## src/hw/ushr_pkg.sv

```systemverilog
//////////////////////////////////////////////////////////////////////////////
// Purpose : shared constants and types for the 4-bit universal shift register
// Assumes : one 20 MHz system clock, synchronous active-high reset
// Notes   : mode codes are {mode_select_upper, mode_select_lower}
//////////////////////////////////////////////////////////////////////////////
package ushr_pkg;

  // stage count and pin synchroniser depth
  localparam int unsigned STAGE_COUNT = 4;
  localparam int unsigned SYNC_DEPTH  = 2;

  // command buffer depth between the pin sampler and the stages
  localparam int unsigned CMD_DEPTH   = 32;

  // clock period in ns, for reference by timing users
  localparam int unsigned CLK_PERIOD_NS = 50;

  // value of the stages after reset or clear
  localparam logic [3:0] STAGE_RESET = 4'h0;

  // mode codes {upper, lower}
  localparam logic [1:0] MODE_HOLD  = 2'h0;
  localparam logic [1:0] MODE_RIGHT = 2'h1;
  localparam logic [1:0] MODE_LEFT  = 2'h2;
  localparam logic [1:0] MODE_LOAD  = 2'h3;

  // one sampled clock edge: mode, serial inputs and parallel word
  typedef struct packed {
    logic [1:0] mode;
    logic       serial_left;
    logic       serial_right;
    logic [3:0] parallel;
  } ushr_cmd_t;

  localparam int unsigned CMD_WIDTH = $bits(ushr_cmd_t);

endpackage

```

## src/hw/ushr_fifo.sv

```systemverilog
//////////////////////////////////////////////////////////////////////////////
// Purpose : synchronous valid/ready fifo, flip-flop storage
// Assumes : single clock, synchronous active-high reset and flush
// Notes   : full and empty come straight from the occupancy count
//////////////////////////////////////////////////////////////////////////////
`timescale 1ns/100ps
module ushr_fifo #(
  parameter int unsigned WIDTH = 8,
  parameter int unsigned DEPTH = 32
) (
  // clock and reset
  input  wire logic             clk,
  input  wire logic             rst,
  input  wire logic             flush,
  // filling side
  input  wire logic             in_valid,
  output logic                  in_ready,
  input  wire logic [WIDTH-1:0] in_data,
  // draining side
  output logic                  out_valid,
  input  wire logic             out_ready,
  output logic [WIDTH-1:0]      out_data
);

  localparam int unsigned AW = (DEPTH > 1) ? $clog2(DEPTH) : 1;

  logic [WIDTH-1:0] mem_r [DEPTH];
  logic [AW-1:0]    wr_ptr_r;
  logic [AW-1:0]    rd_ptr_r;
  logic [AW:0]      count_r;
  logic             push;
  logic             pop;

  // wrap a pointer at the configured depth, depth need not be a power of two
  function automatic logic [AW-1:0] next_ptr(input logic [AW-1:0] p);
    next_ptr = (p == AW'(DEPTH - 1)) ? '0 : p + AW'(1);
  endfunction

  // handshake terms
  assign in_ready  = (count_r != (AW+1)'(DEPTH));
  assign out_valid = (count_r != '0);
  assign push      = in_valid && in_ready;
  assign pop       = out_valid && out_ready;
  assign out_data  = mem_r[rd_ptr_r];

  // storage write
  always_ff @(posedge clk) begin
    if (push) begin
      mem_r[wr_ptr_r] <= in_data;
    end
  end

  // pointers and count; flush drops everything still queued
  always_ff @(posedge clk) begin
    if (rst || flush) begin
      wr_ptr_r <= '0;
      rd_ptr_r <= '0;
      count_r  <= '0;
    end else begin
      if (push) begin
        wr_ptr_r <= next_ptr(wr_ptr_r);
      end
      if (pop) begin
        rd_ptr_r <= next_ptr(rd_ptr_r);
      end
      if (push && !pop) begin
        count_r <= count_r + (AW+1)'(1);
      end else if (pop && !push) begin
        count_r <= count_r - (AW+1)'(1);
      end
    end
  end

endmodule

```

## src/hw/ushr_top.sv

```systemverilog
//////////////////////////////////////////////////////////////////////////////
// Purpose : 4-bit bidirectional universal shift register with a sampled clock pin
// Assumes : all register pins are asynchronous to clk and pass two flip-flops
// Notes   : each rising edge of the register clock pin outside hold mode and clear is queued as a command,
//           and applied in order one per clk, faster than the sampler can see edges, so the queue never holds more than one
//////////////////////////////////////////////////////////////////////////////
`timescale 1ns/100ps

// Overview of operation
// - four stages, shift both ways, parallel load
// - clear low forces all stages low
// - clock low with clear high: stages hold
// - apart from clear and reset, stages change only on rising clock edge
// - both selects high: load parallel inputs
// - upper low, lower high: shift right
// - upper high, lower low: shift left
// - both selects low: stages hold unchanged
module ushr_top #(
  parameter int unsigned CMD_DEPTH = ushr_pkg::CMD_DEPTH
) (
  // system clock and reset
  input  wire logic       clk,
  input  wire logic       rst,
  // register control pins
  input  wire logic       reg_clock,
  input  wire logic       clear_n,
  input  wire logic       mode_select_upper,
  input  wire logic       mode_select_lower,
  // serial and parallel data pins
  input  wire logic       serial_left,
  input  wire logic       serial_right,
  input  wire logic [3:0] parallel_in,
  // stage outputs
  output logic            stage_first_out,
  output logic            stage_second_out,
  output logic            stage_third_out,
  output logic            stage_last_out,
  // command queue status
  output logic            cmd_ready,
  output logic            cmd_pending
);

  //////////////////////////////////////////////////////////////////////////////
  // pin synchronisers

  localparam int unsigned PIN_W = 10;

  logic [PIN_W-1:0] pins;
  logic [PIN_W-1:0] meta_r;
  logic [PIN_W-1:0] sync_r;
  logic             clock_s;
  logic             clear_n_s;
  logic [1:0]       mode_s;
  logic             left_s;
  logic             right_s;
  logic [3:0]       par_s;

  assign pins = {reg_clock, clear_n, mode_select_upper, mode_select_lower,
                 serial_left, serial_right, parallel_in};

  // first stage feeds only the second; reset parks clear asserted and clock low
  always_ff @(posedge clk) begin
    if (rst) begin
      meta_r <= '0;
      sync_r <= '0;
    end else begin
      meta_r <= pins;
      sync_r <= meta_r;
    end
  end

  assign clock_s   = sync_r[9];
  assign clear_n_s = sync_r[8];
  assign mode_s    = sync_r[7:6];
  assign left_s    = sync_r[5];
  assign right_s   = sync_r[4];
  assign par_s     = sync_r[3:0];

  //////////////////////////////////////////////////////////////////////////////
  // register clock edge detection

  logic clock_prev_r;
  logic clock_rise;

  // previous synchronised level, starts low so a pin held high after reset
  // counts as one rising edge, as a real flop would see on power up
  always_ff @(posedge clk) begin
    if (rst) begin
      clock_prev_r <= 1'b0;
    end else begin
      clock_prev_r <= clock_s;
    end
  end

  // only the low-to-high transition is active; falling and steady high are ignored
  assign clock_rise = clock_s && !clock_prev_r;

  //////////////////////////////////////////////////////////////////////////////
  // command capture and queue

  ushr_pkg::ushr_cmd_t cmd_in;
  ushr_pkg::ushr_cmd_t cmd_out;
  logic                cmd_push;
  logic                cmd_valid;
  logic                cmd_take;
  logic                clearing;

  assign clearing = !clear_n_s;

  // hold mode commands change nothing, so they are not queued at all
  assign cmd_push = clock_rise && clear_n_s && (mode_s != ushr_pkg::MODE_HOLD);

  // steady levels at the edge are bundled with it
  always_comb begin
    cmd_in.mode         = mode_s;
    cmd_in.serial_left  = left_s;
    cmd_in.serial_right = right_s;
    cmd_in.parallel     = par_s;
  end

  // a full queue drops the edge; cmd_ready tells the driver to slow down
  ushr_fifo #(
    .WIDTH (ushr_pkg::CMD_WIDTH),
    .DEPTH (CMD_DEPTH)
  ) u_cmd_fifo (
    .clk       (clk),
    .rst       (rst),
    .flush     (clearing),
    .in_valid  (cmd_push),
    .in_ready  (cmd_ready),
    .in_data   (cmd_in),
    .out_valid (cmd_valid),
    .out_ready (cmd_take),
    .out_data  (cmd_out)
  );

  // the stages drain one command per cycle, except while clear is held
  assign cmd_take    = !clearing;
  assign cmd_pending = cmd_valid;

  //////////////////////////////////////////////////////////////////////////////
  // stage update

  logic [3:0] stage_r; // bit 0 is the first stage, bit 3 the last

  // next stage value for one command
  function automatic logic [3:0] apply_cmd(input logic [3:0] cur,
                                           input ushr_pkg::ushr_cmd_t c);
    unique case (c.mode)
      ushr_pkg::MODE_LOAD:  apply_cmd = c.parallel;
      ushr_pkg::MODE_RIGHT: apply_cmd = {cur[2:0], c.serial_right};
      ushr_pkg::MODE_LEFT:  apply_cmd = {c.serial_left, cur[3:1]};
      ushr_pkg::MODE_HOLD:  apply_cmd = cur;
    endcase
  endfunction

  // clear dominates everything; otherwise only queued rising edges act
  always_ff @(posedge clk) begin
    if (rst) begin
      stage_r <= ushr_pkg::STAGE_RESET;
    end else if (clearing) begin
      stage_r <= ushr_pkg::STAGE_RESET;
    end else if (cmd_valid) begin
      stage_r <= apply_cmd(stage_r, cmd_out);
    end
    // no command: clock low or high with no new edge keeps the stages
  end

  //////////////////////////////////////////////////////////////////////////////
  // stage outputs

  // outputs are the stage flops themselves
  assign stage_first_out  = stage_r[0];
  assign stage_second_out = stage_r[1];
  assign stage_third_out  = stage_r[2];
  assign stage_last_out   = stage_r[3];

endmodule

```

## config.mk

```make
export PLATFORM = sky130hd
export DESIGN_NAME = ushr_top
export DESIGN_NICKNAME = d
export VERILOG_FILES = /design/src/hw/ushr_pkg.sv /design/src/hw/ushr_fifo.sv /design/src/hw/ushr_top.sv
export SDC_FILE = /design/constraint.sdc
export NUM_CORES = 1
export LEC_CHECK = 0
export BUFFER_PORTS_ARGS = -buffer_cell sky130_fd_sc_hd__buf_2
export CORE_MARGIN = 2
export CORE_UTILIZATION = 50
export CTS_BUF_LIST = sky130_fd_sc_hd__clkbuf_4 sky130_fd_sc_hd__clkbuf_8
export DETAILED_ROUTE_END_ITERATION = 8
export PLACE_DENSITY = 0.76
export SYNTH_ARGS = -nofsm -noshare
export SYNTH_HDL_FRONTEND = slang
export SYNTH_HIERARCHICAL = 1
export SYNTH_SLANG_ARGS = --single-unit
```

## constraint.sdc

```tcl
create_clock -name clk -period 2.9 [get_ports clk]
set_clock_uncertainty 0.05 [all_clocks]
set_input_delay 0.29 -clock clk [delete_from_list [all_inputs] [get_ports clk]]
set_output_delay 0.29 -clock clk [all_outputs]
set_load 0.02 [all_outputs]
```

==> results.sh <==
export IMPL_crit_path_max_incr_delay_ps=590
export IMPL_finalSetupViolations=0
export IMPL_critical_path_buf_inv_count=2
export IMPL_synth_area_top_cells="edfxtp_1 64%, dfxtp_1 7.6%, mux2i_1 5.5%"
export IMPL_fp_coreArea_um2=23500
export IMPL_synth_top_cell_area_share=0.638
export IMPL_top_usage_layer="met2"
export IMPL_cts_tree="yes"
export IMPL_io_buffers=17
export IMPL_period_needed_ps=2790
export IMPL_cp_data_required_time_ps=3290
export IMPL_final_nets=802
export IMPL_dr_pass1_iters=5
export IMPL_synth_edf_count=256
export IMPL_grt_pass1_wl_um=37900
export IMPL_worstHoldStart="rst"
export IMPL_ys_seq_area_frac=0.714
export IMPL_clockRootBuffer="clkbuf_8"
export IMPL_yosysTopAreaCell="edfxtp_1"
export IMPL_peakVddDrop_v=0.000401
export IMPL_power_density_nw_per_um2=605
export IMPL_synth_seq_cells=302
export IMPL_start_util=0.512
export IMPL_arrival_ps=3180
export IMPL_async_flop_share=0
export IMPL_whs_path_depth=2
export IMPL_place_gp_congestion=0.822
export IMPL_fp_dieArea_um2=25400
export IMPL_reg2regPathDepth=10
export IMPL_worstSetupEndpointType="flop"
export IMPL_drt_iter0_markers=588
export IMPL_clkLatencyLatePin_ps=560
export IMPL_ios=18
export IMPL_yosysUniqueCellTypes=58
export IMPL_synth_nets=743
export IMPL_cp_slowest_cell="or4_4"
export IMPL_crit_top_cell="inv_4"
export IMPL_grt_setup_unrepaired="no"
export IMPL_finalMaxSlewViolations=0
export IMPL_dp_hpwl_um=15900
export IMPL_area_growth_pct=12.8
export IMPL_vias=6588
export IMPL_cts_setup_buffers=0
export IMPL_drc=0
export IMPL_met1_usage=0.239
export IMPL_slew_headroom=0.441
export IMPL_seq_power_share=0.572
export IMPL_cp_cell_sequence="or4_4, o31ai_4, inv_4, ha_2, inv_4, ha_1, nor2b_1, o21a_1, or3_1, a31o_1"
export IMPL_cp_start_kind="flop"
export IMPL_drive_gt1_frac=0.192
export IMPL_cts_sinks=302
export IMPL_rrSetupSlack_ps=110
export IMPL_netlist_area_um2=12100
export IMPL_power_switching_mw=1.59
export IMPL_wl_um=24200
export IMPL_power_frac_comb=0.011
export IMPL_p_sw_frac=0.193
export IMPL_gr_total_overflow=0
export IMPL_hold_class="in2reg"
export IMPL_synth_main_ff_cell="edfxtp_1"
export IMPL_timing_fmax_mhz=359
export IMPL_drv_cap=0
export IMPL_period_share=0.961
export IMPL_diodes=0
export IMPL_hold_violations=0
export IMPL_leakage_nw=4.82
export IMPL_timing_rr_start="u_cmd_fifo/count_r[1]"
export IMPL_grt_met3_usage=0.0391
export IMPL_min_to="sync_r[6]"
export IMPL_die_height_um=159
export IMPL_grtUsageTotal=0.194
export IMPL_met2_usage=0.336
export IMPL_grt_pass1_vias=6822
export IMPL_vias_per_cell=5.84
export IMPL_postSynthAreaPerCell_um2=16.9
export IMPL_clkPwrFrac=0.417
export IMPL_dpl_worst_slack_ps=-6.44
export IMPL_fillCellCount=1774
export IMPL_reg2reg_to="u_cmd_fifo/count_r[4]"
export IMPL_htree_levels=2
export IMPL_p_int_mw=6.63
export IMPL_core_rowCount=56
export IMPL_status="completed"
export IMPL_routedWlPerCell_um=21.5
export IMPL_critPathTopFamily="simple AND/OR/NAND/NOR gates"
export IMPL_ys_warn_count=6
export IMPL_critPathKind="reg2reg"
export IMPL_crit_path_max_fanout=8
export IMPL_ant_nets=0
export IMPL_grt_max_degree=33
export IMPL_synthCells=714
export IMPL_cts_clk_slew_worst_paths_ps=60
export IMPL_antenna_found_initial=0
export IMPL_final_core_util=0.577
export IMPL_clockBufferDepth=3
export IMPL_die_w_um=159
export IMPL_tightestPinTransition_ps=835
export IMPL_layout_setup_ws_ps=114
export IMPL_numCtsBuffers=45
[synthesized netlist by cell type (6+ instances only)]
master,count
a21oi_1,13
a22o_1,8
nand3_1,30
edfxtp_1,256
nor2_1,52
mux2i_1,66
mux4_1,14
or3_1,6
mux4_2,18
nor2b_1,23
ha_1,16
a22oi_1,36
a221oi_1,7
inv_1,10
dfxtp_1,46
clkbuf_1,17
nand2_1,15
buf_2,11
[timing repair]
| action | CTS | global route |
|---|---|---|
| hold endpoints to repair | 10 | 0 |
| endpoints found under the setup margin | 1 | 7 |
| gates resized for setup | 1 | 8 |
| hold buffers | 10 | 0 |
| pin swaps | 0 | 2 |
[power groups by stage]
stage	clock (mW)	combinational (mW)	sequential, mW
after floorplan	0	0.0186	4.81
after global placement	0	0.0723	4.80
after detailed placement	0	0.0792	4.80
after CTS	3.49	0.0896	4.71
after global routing	3.67	0.0985	4.70
final	3.42	0.0905	4.70
[through the flow]
stage	std cells	hold WS (ps)	setup TNS, ps	power, mW	instance area [um^2]
global route	1128	102	0	8.47	13600
floorplan	714	312	0	4.83	12100
CTS	1128	74.3	0	8.29	13600
global placement	1035	367	0	4.87	12500
finish	1128	104	0	8.22	13600
detailed placement	1035	375	-6.44	4.88	12500
[placed cells by master (no fill, tap or decap), types with 6 or more instances in the layout]
cell / instances
a21oi_1: 13
a221oi_1: 6
a22o_1: 8
a22oi_1: 36
buf_2: 17
buf_4: 18
clkbuf_4: 18
clkbuf_8: 50
clkinv_1: 7
dfxtp_1: 43
dlygate4sd3_1: 10
edfxtp_1: 256
ha_1: 14
inv_1: 9
mux2i_1: 66
mux4_1: 14
mux4_2: 18
nand2_1: 15
nand3_1: 30
nor2_1: 52
nor2b_1: 23
or3_1: 6
[final cells by class]
| class | instances | area (um^2) | area share |
|---|---|---|---|
| Sequential cell | 302 | 8620 | 0.634 |
| Multi-Input combinational cell | 366 | 3250 | 0.239 |
| Tap cell | 319 | 399 | 0.0294 |
| Timing Repair Buffer | 47 | 360 | 0.0265 |
| Inverter | 11 | 46.3 | 0.00341 |
| Clock inverter | 15 | 96.3 | 0.00709 |
| Clock buffer | 68 | 823 | 0.0606 |
[how the worst max path moves through the flow]
| stage | startpoint | endpoint | cells after the start |
|---|---|---|---|
| finish | u_cmd_fifo/count_r[1] | u_cmd_fifo/count_r[4] | 10 |
| detailed placement | u_cmd_fifo/count_r[4] | u_cmd_fifo/count_r[5] | 10 |
| floorplan | u_cmd_fifo/count_r[4] | u_cmd_fifo/count_r[4] | 10 |
| global route | u_cmd_fifo/count_r[1] | u_cmd_fifo/count_r[4] | 10 |
| CTS | u_cmd_fifo/count_r[4] | u_cmd_fifo/count_r[3] | 10 |
| global placement | u_cmd_fifo/count_r[0] | u_cmd_fifo/count_r[5] | 10 |
[logic make-up (layout without fill, tap and decap cells)]
family / Yosys count / after routing / synth area share
simple gates: 161 / 161 / 0.0715
xor+xnor: 2 / 2 / 0.00145
buf+inv: 46 / 141 / 0.0195
mux: 98 / 98 / 0.119
flops: 302 / 302 / 0.714
compound gates: 88 / 88 / 0.0563
fa+ha+maj: 17 / 17 / 0.0183
[sequential cells by signal, indices dropped and copies added, names as in the netlist, named ones only]
name and count:
stage_r 4, u_cmd_fifo/wr_ptr_r 5, u_cmd_fifo/rd_ptr_r 5, u_cmd_fifo/count_r 6, u_cmd_fifo/mem_r 256, meta_r 10
sync_r 10, clock_prev_r 1
[worst register-to-register path, cell delays in order (launching register included)]
cell     delay, ps
dfxtp_1        340
or4_4          590
o31ai_4        250
inv_4           50
ha_2           230
inv_4          100
ha_1           270
nor2b_1        140
o21a_1         180
or3_1          300
a31o_1         170
[routing by layer]
layer  routed length [um]  share of wire
met2                12400           0.51
met5                    0              0
met1                 9520           0.39
met3                 1510          0.062
met4                  825          0.034
Note: power is estimated with default switching activity, not from simulation.
